`src/pkg/frps_pkg.sv`:
```
// Purpose: shared constants, state codes and pulse sizing for the range program sequencer
// Assumes: every count is in bus cycles, one bus cycle per clock with ce high
// Notes: bus clock runs 1.0 to 8.0 MHz; the 250 MHz clk only carries the ce strobe
package frps_pkg;

    ////////////////////////////////////////////////////////////////////////
    // geometry
    localparam int ROW_BYTES = 32;
    localparam logic [15:0] ROW_MASK = 16'hFFE0;
    localparam logic [15:0] PAGE_MASK = 16'hFFC0;
    localparam logic [15:0] ONE_ADDR = 16'h0001;
    localparam logic [5:0] ONE_IDX = 6'h01;

    ////////////////////////////////////////////////////////////////////////
    // timing, times in their own unit, counts in bus cycles
    localparam int CLK_MHZ = 250;
    localparam int T_PROG_MIN_US = 30;
    localparam int T_PROG_MAX_US = 40;
    localparam int T_HV_BYTE_MAX_US = 125;
    localparam int T_HV_ROW_MAX_US = 4000;
    localparam int T_ERASE_MIN_US = 4000;
    localparam logic [5:0] SPD_MIN = 6'h04;
    localparam logic [5:0] SPD_MAX = 6'h20;
    localparam logic [15:0] PULSE_SLOW = 16'h0026;
    localparam logic [15:0] PULSE_ADD = 16'h0005;
    localparam logic [15:0] PULSE_MAX = 16'h0105;
    localparam logic [5:0] WD_FIRST = 6'h2A;
    localparam logic [1:0] HV_SETUP = 2'h2;
    localparam logic [1:0] HV_HOLD = 2'h2;
    // erase cycles per unit of speed value: T_ERASE_MIN_US / 4
    localparam int ERASE_UNITS_DEF = T_ERASE_MIN_US / 4;

    ////////////////////////////////////////////////////////////////////////
    // sequencer states
    typedef enum logic [3:0] {
        FRPS_IDLE  = 4'h0,
        FRPS_PLAN  = 4'h1,
        FRPS_LOAD  = 4'h2,
        FRPS_LOADW = 4'h3,
        FRPS_RD    = 4'h4,
        FRPS_WR    = 4'h5,
        FRPS_SETUP = 4'h6,
        FRPS_PULSE = 4'h7,
        FRPS_HOLD  = 4'h8,
        FRPS_FIN   = 4'h9
    } frps_state_t;

    ////////////////////////////////////////////////////////////////////////
    // clamp the speed value into the supported span
    function automatic logic [5:0] frps_clamp(input logic [5:0] spd);
        if (spd < SPD_MIN) begin
            return SPD_MIN;
        end
        if (spd > SPD_MAX) begin
            return SPD_MAX;
        end
        return spd;
    endfunction : frps_clamp

    // program pulse length in bus cycles
    function automatic logic [15:0] frps_prog_cycles(input logic [5:0] spd);
        logic [5:0] s;
        s = frps_clamp(spd);
        if (s == SPD_MIN) begin
            return PULSE_SLOW;
        end
        return {7'h00, s, 3'h0} + PULSE_ADD;
    endfunction : frps_prog_cycles

endpackage : frps_pkg

```
`src/rtl/frps_stage_mem.sv`:
```
// Purpose: one-row staging memory for bytes fetched from the zero page
// Assumes: single write port, one read port with registered data
// Notes: read data follows the read index one active tick later
`timescale 1ns/1ps
module frps_stage_mem (
    input wire logic clk, // system clock
    input wire logic resetn, // synchronous reset, active low
    input wire logic ce, // bus-cycle enable
    input wire logic wr_en, // write strobe
    input wire logic [4:0] wr_idx, // write index
    input wire logic [7:0] wr_data, // write byte
    input wire logic [4:0] rd_idx, // read index
    output logic [7:0] rd_data // registered read byte
);

    logic [7:0] mem [0:frps_pkg::ROW_BYTES-1];
    logic [7:0] next_rd_data;

    ////////////////////////////////////////////////////////////////////////
    // read path next value
    always_comb begin
        next_rd_data = mem[rd_idx];
    end

    // storage is not reset; only the read register needs a defined value
    always_ff @(posedge clk) begin
        if (!resetn) begin
            rd_data <= 8'h00;
        end else if (ce) begin
            rd_data <= next_rd_data;
            if (wr_en) begin
                mem[wr_idx] <= wr_data;
            end
        end
    end

endmodule : frps_stage_mem

```
`src/rtl/frps_pulse_timer.sv`:
```
// Purpose: down counter that holds a pulse for a loaded number of bus cycles
// Assumes: load value is at least one
// Notes: expire pulses in the tick that active falls
`timescale 1ns/1ps
module frps_pulse_timer (
    input wire logic clk, // system clock
    input wire logic resetn, // synchronous reset, active low
    input wire logic ce, // bus-cycle enable
    input wire logic load, // start a pulse
    input wire logic [15:0] cycles, // pulse length in bus cycles
    output logic active, // pulse level
    output logic expire // one tick at pulse end
);

    logic [15:0] cnt;
    logic [15:0] next_cnt;
    logic next_active;
    logic next_expire;

    ////////////////////////////////////////////////////////////////////////
    // countdown
    always_comb begin
        next_cnt = cnt;
        next_active = active;
        next_expire = 1'b0;
        if (load) begin
            next_cnt = cycles;
            next_active = 1'b1;
        end else if (active) begin
            next_cnt = cnt - frps_pkg::ONE_ADDR;
            if (cnt == frps_pkg::ONE_ADDR) begin
                next_active = 1'b0;
                next_expire = 1'b1;
            end
        end
    end

    always_ff @(posedge clk) begin
        if (!resetn) begin
            cnt <= 16'h0000;
            active <= 1'b0;
            expire <= 1'b0;
        end else if (ce) begin
            cnt <= next_cnt;
            active <= next_active;
            expire <= next_expire;
        end
    end

endmodule : frps_pulse_timer

```
`src/rtl/frps_top.sv`:
```
// Purpose: flash range program sequencer with byte and row methods, plus erase
// Assumes: ce marks one bus cycle; zp_rd_data is valid while zp_rd_en is high
// Notes: ranges crossing an xxFF to xx00 boundary in row method are not guarded
//
// Summary of operation
// - works at any bus rate 1 to 8 MHz
// - pulse stays within 30 to 40 us
// - pulse 38 cycles at 4, else 8s+5
// - byte method and row method both supported
// - watchdog enabled: every byte programmed singly
// - watchdog off, one row: row method
// - watchdog off, multi-row: singles until last row, then row
// - single-byte high voltage under 125 us
// - cumulative row high voltage under 4 ms
// - mask interrupts while busy, restore on return
// - service watchdog, first at 42 cycles
// - exit index is address after range
// - short ranges program only requested bytes
// - page erase 64 bytes, protect address mass
`timescale 1ns/1ps
module frps_top #(
    parameter logic [15:0] BLOCK_PROTECT_ADDR = 16'hFF00, // block_protect_register address
    parameter int ERASE_UNITS = frps_pkg::ERASE_UNITS_DEF // erase cycles per speed unit
) (
    input wire logic clk, // system clock
    input wire logic resetn, // synchronous reset, active low
    input wire logic ce, // bus-cycle enable, freezes all state when low
    input wire logic prog_start, // flash_range_program_routine call, one tick
    input wire logic erase_start, // erase call, one tick
    input wire logic [15:0] first_addr, // index pair on entry
    input wire logic [15:0] last_range_address, // last address of range
    input wire logic [5:0] speed_scale_value, // bus MHz times four
    input wire logic watchdog_disable_bit, // from first_config_register
    input wire logic int_mask_in, // interrupt mask on entry
    input wire logic [7:0] zp_base, // zero-page start of data buffer
    input wire logic [7:0] zp_rd_data, // zero-page read byte
    output logic zp_rd_en, // zero-page read request
    output logic [7:0] zp_rd_addr, // zero-page read address
    output logic [15:0] flash_addr, // flash target address
    output logic [7:0] flash_wdata, // flash latch byte
    output logic flash_latch_wr, // flash latch write, one tick
    output logic flash_row_mode, // row method in progress
    output logic flash_hv, // high programming voltage enable
    output logic flash_pulse, // program or erase pulse
    output logic flash_erase, // erase operation
    output logic flash_mass, // mass erase selected
    output logic wdog_service, // operating_watchdog service, one tick
    output logic int_mask, // interrupt mask
    output logic busy, // sequencer running
    output logic done, // completion, one tick
    output logic [15:0] index_out // index pair on exit
);

    frps_pkg::frps_state_t state;
    frps_pkg::frps_state_t next_state;
    logic [15:0] cur, first_q, last_q, next_cur, next_first_q, next_last_q;
    logic [5:0] spd, next_spd, len, next_len, k, next_k, bus_cnt, next_bus_cnt;
    logic wd_dis, next_wd_dis, wd_pend, next_wd_pend, entry_mask, next_entry_mask;
    logic [1:0] ph, next_ph;
    logic next_zp_rd_en, next_latch_wr, next_row_mode, next_hv, next_erase, next_mass;
    logic next_wdog, next_int_mask, next_busy, next_done;
    logic [7:0] next_zp_rd_addr, next_wdata, mem_rd_data;
    logic [15:0] next_flash_addr, next_index, t_cycles, erase_cycles, batch_end;
    logic t_load, t_expire, mem_we;

    ////////////////////////////////////////////////////////////////////////
    // staging row and pulse timer
    frps_stage_mem i_frps_stage_mem (
        .clk(clk),
        .resetn(resetn),
        .ce(ce),
        .wr_en(mem_we),
        .wr_idx(k[4:0]),
        .wr_data(zp_rd_data),
        .rd_idx(k[4:0]),
        .rd_data(mem_rd_data)
    );

    frps_pulse_timer i_frps_pulse_timer (
        .clk(clk),
        .resetn(resetn),
        .ce(ce),
        .load(t_load),
        .cycles(t_cycles),
        .active(flash_pulse),
        .expire(t_expire)
    );

    ////////////////////////////////////////////////////////////////////////
    // erase length scales with the speed value, so it tracks the bus rate
    assign erase_cycles = 16'(16'(frps_pkg::frps_clamp(spd)) * 16'(ERASE_UNITS));
    assign t_cycles = flash_erase ? erase_cycles : frps_pkg::frps_prog_cycles(spd);
    assign batch_end = cur + {10'h000, len} - frps_pkg::ONE_ADDR;

    ////////////////////////////////////////////////////////////////////////
    // sequencer next state
    always_comb begin
        next_state = state;
        next_cur = cur;
        next_first_q = first_q;
        next_last_q = last_q;
        next_spd = spd;
        next_len = len;
        next_k = k;
        next_bus_cnt = bus_cnt;
        next_wd_dis = wd_dis;
        next_wd_pend = wd_pend;
        next_entry_mask = entry_mask;
        next_ph = ph;
        next_zp_rd_en = 1'b0;
        next_zp_rd_addr = zp_rd_addr;
        next_flash_addr = flash_addr;
        next_wdata = flash_wdata;
        next_latch_wr = 1'b0;
        next_row_mode = flash_row_mode;
        next_hv = flash_hv;
        next_erase = flash_erase;
        next_mass = flash_mass;
        next_wdog = 1'b0;
        next_int_mask = int_mask;
        next_busy = busy;
        next_done = 1'b0;
        next_index = index_out;
        t_load = 1'b0;
        mem_we = 1'b0;
        // first watchdog service counted from the call tick
        if (busy && bus_cnt != frps_pkg::WD_FIRST) begin
            next_bus_cnt = bus_cnt + frps_pkg::ONE_IDX;
        end
        if (busy && wd_pend && bus_cnt == frps_pkg::WD_FIRST - frps_pkg::ONE_IDX) begin
            next_wdog = 1'b1;
            next_wd_pend = 1'b0;
        end
        unique case (state)
            frps_pkg::FRPS_IDLE: begin
                if (prog_start || erase_start) begin
                    next_busy = 1'b1;
                    next_int_mask = 1'b1;
                    next_entry_mask = int_mask_in;
                    next_cur = first_addr;
                    next_first_q = first_addr;
                    next_last_q = last_range_address;
                    next_spd = speed_scale_value;
                    next_wd_dis = watchdog_disable_bit;
                    next_wd_pend = !watchdog_disable_bit;
                    next_bus_cnt = 6'h00;
                    next_ph = 2'h0;
                end
                if (prog_start) begin
                    next_state = frps_pkg::FRPS_PLAN;
                end else if (erase_start) begin
                    // protect register address selects the whole array
                    next_erase = 1'b1;
                    next_mass = (first_addr == BLOCK_PROTECT_ADDR);
                    next_flash_addr = first_addr & frps_pkg::PAGE_MASK;
                    next_hv = 1'b1;
                    next_state = frps_pkg::FRPS_SETUP;
                end
            end
            frps_pkg::FRPS_PLAN: begin
                // row method only with the watchdog off and in the last row
                next_k = 6'h00;
                if (wd_dis && (cur & frps_pkg::ROW_MASK) == (last_q & frps_pkg::ROW_MASK)) begin
                    next_row_mode = 1'b1;
                    next_len = 6'(last_q - cur + frps_pkg::ONE_ADDR);
                end else begin
                    next_row_mode = 1'b0;
                    next_len = frps_pkg::ONE_IDX;
                end
                next_state = frps_pkg::FRPS_LOAD;
            end
            frps_pkg::FRPS_LOAD: begin
                // buffer byte offset equals target offset within the range
                next_zp_rd_en = 1'b1;
                next_zp_rd_addr = zp_base + 8'(cur + {10'h000, k} - first_q);
                next_state = frps_pkg::FRPS_LOADW;
            end
            frps_pkg::FRPS_LOADW: begin
                mem_we = 1'b1;
                if (k == len - frps_pkg::ONE_IDX) begin
                    next_k = 6'h00;
                    next_state = frps_pkg::FRPS_RD;
                end else begin
                    next_k = k + frps_pkg::ONE_IDX;
                    next_state = frps_pkg::FRPS_LOAD;
                end
            end
            frps_pkg::FRPS_RD: begin
                next_state = frps_pkg::FRPS_WR;
            end
            frps_pkg::FRPS_WR: begin
                next_latch_wr = 1'b1;
                next_wdata = mem_rd_data;
                next_flash_addr = cur + {10'h000, k};
                if (k == len - frps_pkg::ONE_IDX) begin
                    next_hv = 1'b1;
                    next_ph = 2'h0;
                    next_state = frps_pkg::FRPS_SETUP;
                end else begin
                    next_k = k + frps_pkg::ONE_IDX;
                    next_state = frps_pkg::FRPS_RD;
                end
            end
            frps_pkg::FRPS_SETUP: begin
                next_ph = ph + 2'h1;
                if (ph == frps_pkg::HV_SETUP - 2'h1) begin
                    t_load = 1'b1;
                    next_state = frps_pkg::FRPS_PULSE;
                end
            end
            frps_pkg::FRPS_PULSE: begin
                next_ph = 2'h0;
                if (t_expire) begin
                    next_state = frps_pkg::FRPS_HOLD;
                end
            end
            frps_pkg::FRPS_HOLD: begin
                // program voltage window is pulse plus setup and hold, well under 125 us
                next_ph = ph + 2'h1;
                if (ph == frps_pkg::HV_HOLD - 2'h1) begin
                    next_hv = 1'b0;
                    next_ph = 2'h0;
                    if (!wd_dis) begin
                        next_wdog = 1'b1;
                    end
                    if (flash_erase || batch_end == last_q) begin
                        next_cur = batch_end + frps_pkg::ONE_ADDR;
                        next_state = frps_pkg::FRPS_FIN;
                    end else begin
                        next_cur = batch_end + frps_pkg::ONE_ADDR;
                        next_state = frps_pkg::FRPS_PLAN;
                    end
                end
            end
            frps_pkg::FRPS_FIN: begin
                // high voltage fell one tick earlier
                next_done = 1'b1;
                next_busy = 1'b0;
                next_int_mask = entry_mask;
                if (!flash_erase) begin
                    next_index = cur;
                end
                next_erase = 1'b0;
                next_mass = 1'b0;
                next_row_mode = 1'b0;
                next_state = frps_pkg::FRPS_IDLE;
            end
            default: begin
                next_state = frps_pkg::FRPS_IDLE;
            end
        endcase
    end

    ////////////////////////////////////////////////////////////////////////
    // state registers, advanced once per bus cycle
    always_ff @(posedge clk) begin
        if (!resetn) begin
            state <= frps_pkg::FRPS_IDLE;
            cur <= 16'h0000;
            first_q <= 16'h0000;
            last_q <= 16'h0000;
            spd <= frps_pkg::SPD_MIN;
            len <= 6'h00;
            k <= 6'h00;
            bus_cnt <= 6'h00;
            wd_dis <= 1'b0;
            wd_pend <= 1'b0;
            entry_mask <= 1'b0;
            ph <= 2'h0;
            zp_rd_en <= 1'b0;
            zp_rd_addr <= 8'h00;
            flash_addr <= 16'h0000;
            flash_wdata <= 8'h00;
            flash_latch_wr <= 1'b0;
            flash_row_mode <= 1'b0;
            flash_hv <= 1'b0;
            flash_erase <= 1'b0;
            flash_mass <= 1'b0;
            wdog_service <= 1'b0;
            int_mask <= 1'b0;
            busy <= 1'b0;
            done <= 1'b0;
            index_out <= 16'h0000;
        end else if (ce) begin
            state <= next_state;
            cur <= next_cur;
            first_q <= next_first_q;
            last_q <= next_last_q;
            spd <= next_spd;
            len <= next_len;
            k <= next_k;
            bus_cnt <= next_bus_cnt;
            wd_dis <= next_wd_dis;
            wd_pend <= next_wd_pend;
            entry_mask <= next_entry_mask;
            ph <= next_ph;
            zp_rd_en <= next_zp_rd_en;
            zp_rd_addr <= next_zp_rd_addr;
            flash_addr <= next_flash_addr;
            flash_wdata <= next_wdata;
            flash_latch_wr <= next_latch_wr;
            flash_row_mode <= next_row_mode;
            flash_hv <= next_hv;
            flash_erase <= next_erase;
            flash_mass <= next_mass;
            wdog_service <= next_wdog;
            int_mask <= next_int_mask;
            busy <= next_busy;
            done <= next_done;
            index_out <= next_index;
        end
    end

    ////////////////////////////////////////////////////////////////////////
    // checking helpers: pulse and voltage lengths, ticks since the call
    logic [15:0] plen, hvlen;
    logic [5:0] wtick;
    logic wseen;
    always_ff @(posedge clk) begin
        if (!resetn) begin
            plen <= 16'h0000;
            hvlen <= 16'h0000;
            wtick <= 6'h00;
            wseen <= 1'b0;
        end else if (ce) begin
            plen <= flash_pulse ? plen + frps_pkg::ONE_ADDR : 16'h0000;
            hvlen <= flash_hv ? hvlen + frps_pkg::ONE_ADDR : 16'h0000;
            if (state == frps_pkg::FRPS_IDLE) begin
                wtick <= 6'h00;
                wseen <= 1'b0;
            end else begin
                wtick <= (wtick == 6'h3F) ? wtick : wtick + frps_pkg::ONE_IDX;
                wseen <= wseen | wdog_service;
            end
        end
    end

    pulse_length_a: assert property (@(posedge clk) disable iff (!resetn)
        ($fell(flash_pulse) && !flash_erase) |-> plen == frps_pkg::frps_prog_cycles(spd))
        else $error("program pulse length wrong");
    hv_window_a: assert property (@(posedge clk) disable iff (!resetn)
        (flash_hv && !flash_erase) |-> hvlen <= frps_pkg::PULSE_MAX + 16'h0006)
        else $error("high voltage window too long");
    pulse_in_hv_a: assert property (@(posedge clk) disable iff (!resetn)
        flash_pulse |-> flash_hv)
        else $error("pulse outside high voltage");
    mask_busy_a: assert property (@(posedge clk) disable iff (!resetn)
        busy |-> int_mask)
        else $error("mask low while busy");
    mask_restore_a: assert property (@(posedge clk) disable iff (!resetn)
        $rose(done) |-> int_mask == entry_mask && !busy)
        else $error("mask not restored");
    done_hv_off_a: assert property (@(posedge clk) disable iff (!resetn)
        done |-> !flash_hv && !flash_pulse && $past(!flash_hv, 1))
        else $error("done with voltage on");
    exit_index_a: assert property (@(posedge clk) disable iff (!resetn)
        (done && !$past(flash_erase, 1)) |-> index_out == last_q + frps_pkg::ONE_ADDR)
        else $error("exit index wrong");
    wd_first_a: assert property (@(posedge clk) disable iff (!resetn)
        (wdog_service && !wseen) |-> wtick == frps_pkg::WD_FIRST && !wd_dis)
        else $error("first watchdog service misplaced");
    row_needs_wd_off_a: assert property (@(posedge clk) disable iff (!resetn)
        flash_row_mode |-> wd_dis)
        else $error("row method with watchdog on");
    single_before_row_a: assert property (@(posedge clk) disable iff (!resetn)
        (flash_latch_wr && !flash_row_mode && wd_dis) |->
        (flash_addr & frps_pkg::ROW_MASK) != (last_q & frps_pkg::ROW_MASK))
        else $error("single byte inside last row");
    addr_in_range_a: assert property (@(posedge clk) disable iff (!resetn)
        flash_latch_wr |-> flash_addr >= first_q && flash_addr <= last_q)
        else $error("latch write outside range");

endmodule : frps_top

```
`config.mk`:
```
export PLATFORM = sky130hd
export DESIGN_NAME = frps_top
export DESIGN_NICKNAME = d
export VERILOG_FILES = /design/src/pkg/frps_pkg.sv /design/src/rtl/frps_stage_mem.sv /design/src/rtl/frps_pulse_timer.sv /design/src/rtl/frps_top.sv
export SDC_FILE = /design/constraint.sdc
export NUM_CORES = 1
export LEC_CHECK = 0
export BUFFER_PORTS_ARGS = -buffer_cell sky130_fd_sc_hd__buf_2
export CORE_UTILIZATION = 50
export CTS_CLUSTER_DIAMETER = 150
export DETAILED_ROUTE_END_ITERATION = 6
export PLACE_DENSITY = 0.68
export RECOVER_POWER = 100
export SLEW_MARGIN = 20
export SYNTH_ARGS = -nofsm -noshare
export SYNTH_HDL_FRONTEND = slang
export SYNTH_SLANG_ARGS = --single-unit
```
`constraint.sdc`:
```
create_clock -name clk -period 5.1 [get_ports clk]
set_clock_uncertainty 0.2 [all_clocks]
set_input_delay 0.51 -clock clk [delete_from_list [all_inputs] [get_ports clk]]
set_output_delay 0.51 -clock clk [all_outputs]
set_load 0.01 [all_outputs]
```
# --- After elaboration in Yosys (flattened, before gate mapping) ---
# Memory sizes are Yosys's and may differ from the RTL's. A register that Yosys moved wholly into a read port is not among the register bits.
# Cells that the tools add are included.
totals:
  regBits: 149
  mem_bits_rw: 256
  elab_cells: 183
  out_inout_bits: 59
  mem_count: 1
classes:
  order_cmp: 2
  muxes: 76
  mul: 1
  eq_ne: 27
  addsub: 14
  bitwise_logic: 1
  n_reduce_logical: 32
memory_table:
  columns: ["name", "depth", "word_bits", "read_ports", "rd_ports_with_merged_regs", "wr", "line", "source"]
  rows:
  - ["i_frps_stage_mem.mem", 32, 8, 1, 1, 1, "frps_stage_mem.sv:16", "logic [7:0] mem [0:frps_pkg::ROW_BYTES-1];"]
ops:
  columns: ["operator", "count"]
  rows:
  - ["16-bit 2-to-1 mux", 9]
  - ["16-bit case mux with 2 select lines", 2]
  - ["6-bit 2-to-1 mux", 10]
  - ["4-bit case mux with 9 select lines", 1]
  - ["1-bit 2-to-1 mux", 35]
  - ["16-bit by 6-bit adder with 16-bit output", 2]
  - ["16-bit by 1-bit subtractor with 16-bit output, second input constant", 2]
  - ["4-bit 2-to-1 mux", 6]
  - ["6-bit by 1-bit adder with 6-bit output, second input constant", 3]
  - ["6-bit case mux with 3 select lines", 1]
  - ["16-bit by 1-bit adder with 16-bit output, second input constant", 1]
  - ["16-bit by 1-bit == test with 1-bit output, second input constant", 1]
  - ["16-bit == test", 1]
  - ["16-bit == test, second input constant", 1]
  - ["4-bit by 3-bit == test with 1-bit output, second input constant", 4]
  - ["4-bit AND reduction", 4]
  - ["2-bit != test, second input constant", 7]
  - ["6-bit by 7-bit multiplier with 13-bit output, second input constant", 1]
  - ["3-bit AND reduction", 4]
  - ["11-bit == test", 1]
  - ["9-bit by 3-bit adder with 10-bit output, second input constant", 1]
  - ["1-bit case mux with 2 select lines", 5]
  - ["2-bit case mux with 5 select lines", 1]
  - ["2-bit AND reduction", 5]
  - ["30 further kinds", 45]

# --- Longest topological paths before layout ---
# Gate-level depths: netlist of the first run.
logic_depth:
  word_depth: 10
  mapped_depth: 19

# --- By module ---
# Synthesis of the first run repeated with hierarchy kept, for this count alone.
unflattened:
  cells_unflattened: 1899
  area_unflattened_um2: 20699.9
by_module_without_submodules:
  columns: ["mod", "cells_each", "n_inst", "seq_area_each_um2", "area_per_inst_um2"]
  rows:
  - ["frps_stage_mem", 602, 1, 7847.5, 10367.4]
  - ["frps_top", 1153, 1, 2622.5, 9233.9]
  - ["frps_pulse_timer", 144, 1, 360.3, 1098.6]

# --- Worst setup path after synthesis of the first run ---
# OpenSTA, ideal clock, no wires.
synth_path:
  path_kind: "register to register"
  from: "reg spd[5]"
  to: "reg i_frps_pulse_timer.cnt[15]"
  path_slack_ns: 0.829
  stages_incl_launch_ff: 19
  period_less_slack_ns: 4.271
  required_time_ns: 4.777
  t_arrival_ns: 3.947
  cell_sequence: "dfxtp_1 clkbuf_1 o21bai_1 inv_1 fa_1 ha_1 inv_1 fa_1 inv_1 ha_1 fa_1 a21o_1 a21oi_1 o21bai_1 a21oi_1 o21bai_1 a21oi_1 xor2_1 o22ai_1"
synth_between:
  elab_chain_cells: 10
  word_cells_on_any_way: 14
  classes_between: "mul: 1; order compare: 2; eq/ne: 1; mux: 10"
synth_lines:
  columns: ["element", "line", "source"]
  rows:
  - ["start: declaration", "frps_top.sv:57", "logic [5:0] spd, next_spd, len, next_len, k, next_k, bus_cnt, next_bus_cnt;"]
  - ["start signal: assignment", "frps_top.sv:262", "spd <= frps_pkg::SPD_MIN;"]
  - ["start signal: assignment", "frps_top.sv:289", "spd <= next_spd;"]
  - ["6-bit > comparator", "frps_pkg.sv:54", "if (spd > SPD_MAX) begin"]
  - ["1-bit 2-to-1 mux (2 in series)", "frps_pkg.sv:54", null]
  - ["6-bit 2-to-1 mux", "frps_pkg.sv:57", "return spd;"]
  - ["6-bit 2-to-1 mux *", "frps_pkg.sv:54", null]
  - ["parallel branches: the longest is 3 deep, another holds 6-bit by 7-bit multiplier with 13-bit output", null, null]
  - ["16-bit 2-to-1 mux *", "frps_top.sv:92", "assign t_cycles = flash_erase ? erase_cycles : frps_pkg::frps_prog_cycles(spd);"]
  - ["16-bit 2-to-1 mux *", "frps_pulse_timer.sv:26", "if (load) begin"]
  - ["end signal: assignment", "frps_pulse_timer.sv:44", "cnt <= next_cnt;"]
  - ["end: declaration", "frps_pulse_timer.sv:15", "logic [15:0] cnt;"]
# Every way passes the cells marked *. The select of a mux whose other input is x is not followed.
# A chain may end at the register's enable or synchronous reset.

# --- Worst setup path after layout of the first run ---
# Same ends and word-level chain as after synthesis.

==> results of run 1 <==
## placed cells by master, fill, tap and decap left out, drive strengths merged, types with 6 or more instances in the layout
master       count
nand3           48
nor3b            6
mux2i           13
o22ai           11
o21bai           8
clkbuf         130
clkinv          12
dlygate4sd3     31
a21o            18
a21oi          141
o21ai           78
edfxtp         256
nand2b          11
xor2            39
nor3            26
a31oi           23
mux4            69
nor2           169
a22oi           19
nor2b           14
nand3b          10
xnor2           56
inv            104
buf             66
nor4            11
and3             8
mux2             7
a2111oi          6
nand4           15
ha              88
or2              6
dfxtp          157
fa              21
or3              8
nand2          202
a211oi          14
## metrics by stage
step | worst slack, ps | power, uW
after floorplan | 829 | 5130
after global placement | 667 | 5570
after detailed placement | 549 | 5580
after CTS | 504 | 8740
after global routing | 224 | 9080
final | 520 | 8690
## registers in the layout, indices dropped and copies added (netlist names), 8 cells and up
register and flops:
zp_rd_addr 8, i_frps_pulse_timer.cnt 16, last_q 16, i_frps_stage_mem.rd_data 8, index_out 16, cur 16
first_q 8, flash_addr 16, i_frps_stage_mem.mem 256, flash_wdata 8
## worst max-delay path by stage
stage	startpoint	cells after the start	end
final	spd[5]	17	i_frps_pulse_timer.cnt[15]
after CTS	spd[5]	17	i_frps_pulse_timer.cnt[15]
after global placement	spd[5]	17	i_frps_pulse_timer.cnt[15]
after floorplan	spd[5]	18	i_frps_pulse_timer.cnt[15]
after detailed placement	spd[5]	17	i_frps_pulse_timer.cnt[15]
after global routing	spd[5]	17	i_frps_pulse_timer.cnt[15]
## layer usage
layer  track usage, %  up-vias  routed length [um]
met5                0        -                  13
met4             8.50        2                1540
met3             3.64      106                3260
met2             42.5      518               25000
met1             32.9     7244               22000
li1                 -     6861                   -
## power by group
group / internal (uW) / switching [uW] / total (uW)
clock: 1810 / 1330 / 3140
combinational: 732 / 1100 / 1830
sequential: 3610 / 103 / 3710
total: 6150 / 2540 / 8690
## critical path: cells and delay by family (launching register included)
kind	cells	cell delay, ps
flip-flops	1	500
buffers and inverters	3	270
XOR/XNOR	1	180
AO/OA/AOI/OAI	8	1300
adder cells (fa/ha/maj)	5	2000
## cells by family (layout without fill, tap and decap cells)
group | count (synthesis) | in the layout | synth area share [%]
AOI/OAI and AO/OA | 365 | 365 | 11.0
muxes | 89 | 89 | 8.59
DFF | 413 | 413 | 52.8
adders and majority gates | 109 | 109 | 7.42
and+or+nand+nor | 550 | 550 | 12.3
xor gates and xnor gates | 96 | 96 | 4.28
buffers and inverters | 196 | 348 | 3.68
## area by class of cell
| type | count | share of cell area (%) |
|---|---|---|
| Timing Repair Buffer | 171 | 4.12 |
| Clock inverter | 21 | 0.925 |
| Sequential cell | 413 | 46.9 |
| Tap cell | 525 | 2.84 |
| Multi-Input combinational cell | 1209 | 38.5 |
| Clock buffer | 56 | 5.14 |
| Inverter | 100 | 1.63 |
==> results.yml, run 1 <==
logic_synthesis:
  netlist_area_um2: 20500
  synth_edf_count: 256
  yosys.area.top_type_share_pct: 37.5
  synth_ff_type: "edfxtp_1"
  ys_top_cells_by_area: "edfxtp_1 37%, dfxtp_1 15%, mux4_2 7.6%, ha_1 5.4%, nand2_1 3.7%"
  yosysSeqAreaShare_pct: 52.8
  synth_top_area_cell: "edfxtp_1"
  yosysUniqueCellTypes: 78
  ys_top_cells_by_count: "256 x edfxtp_1, 202 x nand2_1, 169 x nor2_1"
  ys_warn_count: 0
  yosysMostFrequentCell: "edfxtp_1"
  synthCells: 1818
  synth_nets: 1988
  synth_area_per_cell_um2: 11.3
  synth-seq-cells: 413
  synthArstFlopShare_pct: 0
global_route:
  grt_pass1_wl_um: 80700
  overflow: 0
  antenna_found_initial: 1
  grt_max_degree: 78
  grt_usage_pct: 25.1
  grt_pass1_vias: 14279
power_and_ir_drop:
  leakage_uw: 0.00824
  power_density_nw_per_um2: 376
  peakVddDrop_v: 0.000274
floorplanning:
  dieWidth_um: 205
  die_area_um2: 41800
  start_util_pct: 51.2
  ios: 120
  die_h_um: 205
  design.core.area_um2: 40100
  fp-row-count: 73
setup_path:
  reg2reg_slack_ps: 520
  r2r_end: "i_frps_pulse_timer.cnt[15]"
  critical_path_required_ps: 5360
  critical_path.max_fanout: 10
  cp_slowest_cell: "fa_1"
  cp_cell_sequence: "o21bai_1, inv_1, fa_1, ha_1, inv_1, fa_1, inv_1, ha_1, fa_1, a21o_1, a21oi_1, o21bai_1, a21oi_1, o21bai_1, a21oi_1, xor2_1, o22ai_1"
  cp-start-kind: "flip-flop"
  worstPathArrival_ps: 4840
  r2r_cells: 17
  critPathKind: "reg2reg"
  timing.rr.start: "spd[5]"
  end_kind: "flip-flop"
  slowest_delay_ps: 550
clocking:
  cts.htree.levels: 2
  clk_pin_slew_ps: 60
  cts_buffer_depth: 3
  cts_setup_buffers: 0
  ctsResizeCount: 0
  root_buffer: "clkbuf_16"
  ctsHoldBuffers: 31
  cts_tree: "built"
  cts_inserted_buffers: 45
  insertion_delay_ps: 580
  cts.sinks: 413
detailed_routing:
  ant_nets: 0
  drtIter0Drc: 1197
  drc_errors: 0
  drt_wl_total_um: 51800
  wl_per_cell_um: 20.8
  vias_per_cell: 5.90
  drt_pre_antenna_iters: 6
  via_count: 14731
cells_and_area:
  diodes: 0
  area.sequential_um2: 10800
  final_cells: 2495
  area_growth_pct: 12.7
  final_util_pct: 57.7
  multi_input_area_um2: 8900
  drive_gt1_share_pct: 11.3
  fillerInstances: 3359
  final_nets: 2110
  fin_area_um2: 23100
sta:
  fmax_mhz: 218
  setup_viol: 0
  layout_min_cycle_time_ps: 4580
  relSlewSlack_pct: -30.3
  worst_pin_slew_ps: 1960
  fin_tns_setup_ps: 0
  hold_viol: 0
  whs_ps: 65.7
  drv_slew: 199
  min_period_over_period_pct: 89.8
  rsz0062_at_grt: "false"
placement:
  hpwlAfterDp_um: 35000
  gp_congestion: 0.901
  dpl_cell_area_um2: 21600
  placed_cells: 2387
  io_buffers: 119
worst_hold_path:
  hold_class: "in2reg"
  hp-start: "first_addr[7]"
  worstHoldPathCells: 3
  min_to: "first_q[7]"
outcome:
  violations: "max-capacitance violations, max-slew violations"
  status: "finished with violations"
flow_run:
  cap_violations: 5
Power figures use the tool's default switching activity.
==> run 2: changes to the inputs <==
--- a/config.mk
+++ b/config.mk
@@ -6,10 +6,10 @@
 export NUM_CORES = 1
 export LEC_CHECK = 0
 export BUFFER_PORTS_ARGS = -buffer_cell sky130_fd_sc_hd__buf_2
-export CORE_UTILIZATION = 50
+export CORE_UTILIZATION = 60
 export CTS_CLUSTER_DIAMETER = 150
 export DETAILED_ROUTE_END_ITERATION = 6
-export PLACE_DENSITY = 0.68
+export PLACE_DENSITY = 0.79
 export RECOVER_POWER = 100
 export SLEW_MARGIN = 20
 export SYNTH_ARGS = -nofsm -noshare
==> results.yml, run 2 (synthesis results as in run 1) <==
outcome:
  status: "finished with violations"
  violations: "max-capacitance violations, max-slew violations"
setup_path:
  cp_slowest_cell: "fa_1"
  critical_path_required_ps: 5340
  cp_cell_sequence: "o21bai_1, inv_1, fa_1, ha_1, inv_1, fa_1, inv_1, ha_1, fa_1, a21o_1, a21oi_1, o21bai_1, a21oi_1, o21bai_1, a21oi_1, xor2_1, o22ai_1"
  critical_path.max_fanout: 10
  end_kind: "flip-flop"
  worstPathArrival_ps: 4820
  cp.depth: 17
  crit_family: "adder cells"
  r2r_cells: 17
  cp-start-kind: "flip-flop"
  slowest_delay_ps: 560
  crit_buf_inv: 3
  critPathKind: "reg2reg"
cells_and_area:
  fin_area_um2: 22800
  drive_gt1_share_pct: 11.4
  final_nets: 2088
  area_growth_pct: 11.2
  fillerInstances: 2452
  regMostFlops: "i_frps_stage_mem.mem"
  final_cell_mix: "256 x edfxtp_1, 202 x nand2_1, 168 x nor2_1"
  layout_commonest_cell: "edfxtp_1"
  largest_reg_flops: 256
clocking:
  insertion_delay_ps: 560
  cts.sinks: 413
  cts_buffer_depth: 3
  cts_tree: "built"
  ctsResizeCount: 0
  cts_setup_buffers: 0
  cts.htree.levels: 2
  clk_pin_slew_ps: 60
  root_buffer: "clkbuf_16"
  cts_inserted_buffers: 42
global_route:
  grt_pass1_vias: 14834
  grt_max_degree: 84
  overflow: 0
  grt_pass1_wl_um: 81600
  antenna_found_initial: 0
  grt_usage_pct: 30.1
detailed_routing:
  drc_errors: 0
  vias_per_cell: 6.25
  via_count: 14999
  wl_per_cell_um: 21.9
  drt_wl_total_um: 52500
  ant_nets: 0
  drt_pre_antenna_iters: 6
  drtIter0Drc: 1270
placement:
  io_buffers: 119
  hpwlAfterDp_um: 34300
  place_ws_ps: 568
  dpl_cell_area_um2: 21500
  gp_congestion: 0.968
sta:
  setup_viol: 0
  rsz0062_at_grt: "false"
  postLayoutSetupSlackWorst_ps: 512
  hold_viol: 0
  drv_slew: 346
  relSlewSlack_pct: -156
  fmax_mhz: 218
  layout_min_cycle_time_ps: 4590
  min_period_over_period_pct: 90.0
  worst_pin_slew_ps: 3840
  fin_tns_setup_ps: 0
power_and_ir_drop:
  power_density_nw_per_um2: 379
  leakage_uw: 0.00816
  p_total_uw: 8650
  peakVddDrop_v: 0.000290
floorplanning:
  die_h_um: 187
  start_util_pct: 61.0
  dieWidth_um: 187
  design.core.area_um2: 33600
  fp-row-count: 67
  ios: 120
  die_area_um2: 34900
flow_run:
  cap_violations: 9
worst_hold_path:
  worstHoldPathCells: 3
  hold_class: "in2reg"
run 2: layer usage:
metal  GRT usage [%]  up-vias  wire (um)  share of wire (%)
li1                -     6804          -                  -
met1            37.4     7336      20300                 39
met2            53.2      723      26500                 51
met3            4.54      136       3800                7.2
met4            11.2        0       1820                3.5
met5               0        -          0                  0
run 2: repair_timing:
item,CTS,global route
hold buffers,13,0
endpoints found under the setup margin,0,0
endpoints found under the hold margin,13,0
run 2: through the flow:
| step | hold WS (ps) | util (%) | std cells |
|---|---|---|---|
| floorplan | 228 | - | 1818 |
| global placement | 240 | 63.8 | 2309 |
| detailed placement | 246 | 63.8 | 2309 |
| CTS | 0.196 | 68.4 | 2399 |
| global route | 13.2 | 67.9 | 2399 |
| finish | 6.38 | 67.9 | 2400 |
run 2: final cells by class:
| class | count | area [um^2] | area share (%) |
|---|---|---|---|
| Inverter | 100 | 375 | 1.65 |
| Multi-Input combinational cell | 1209 | 8870 | 38.9 |
| Clock inverter | 22 | 268 | 1.17 |
| Antenna cell | 1 | 2.50 | 0.0110 |
| Clock buffer | 55 | 1140 | 5.00 |
| Sequential cell | 413 | 10800 | 47.5 |
| Timing Repair Buffer | 152 | 768 | 3.37 |
| Tap cell | 448 | 561 | 2.46 |
run 2: final timing paths:
check | start | end | slack [ps]
max | spd[5] | i_frps_pulse_timer.cnt[15] | 510
min | last_range_address[2] | last_q[2] | 6
max reg2reg | spd[5] | i_frps_pulse_timer.cnt[15] | 510
min reg2reg | flash_wdata[7] | flash_wdata[7] | 260
run 2: where the power goes:
group          internal, uW  total (uW)  switching [uW]
registers              3610        3710             104
clock network          1800        3130            1320
logic                   714        1820            1100
run 2: tightest hold or removal path, delay by kind of cell:
kind / cells / cell delay, ps
and+or+nand+nor: 1 / 50
AOI/OAI and AO/OA: 1 / 50
buffers and inverters: 1 / 110
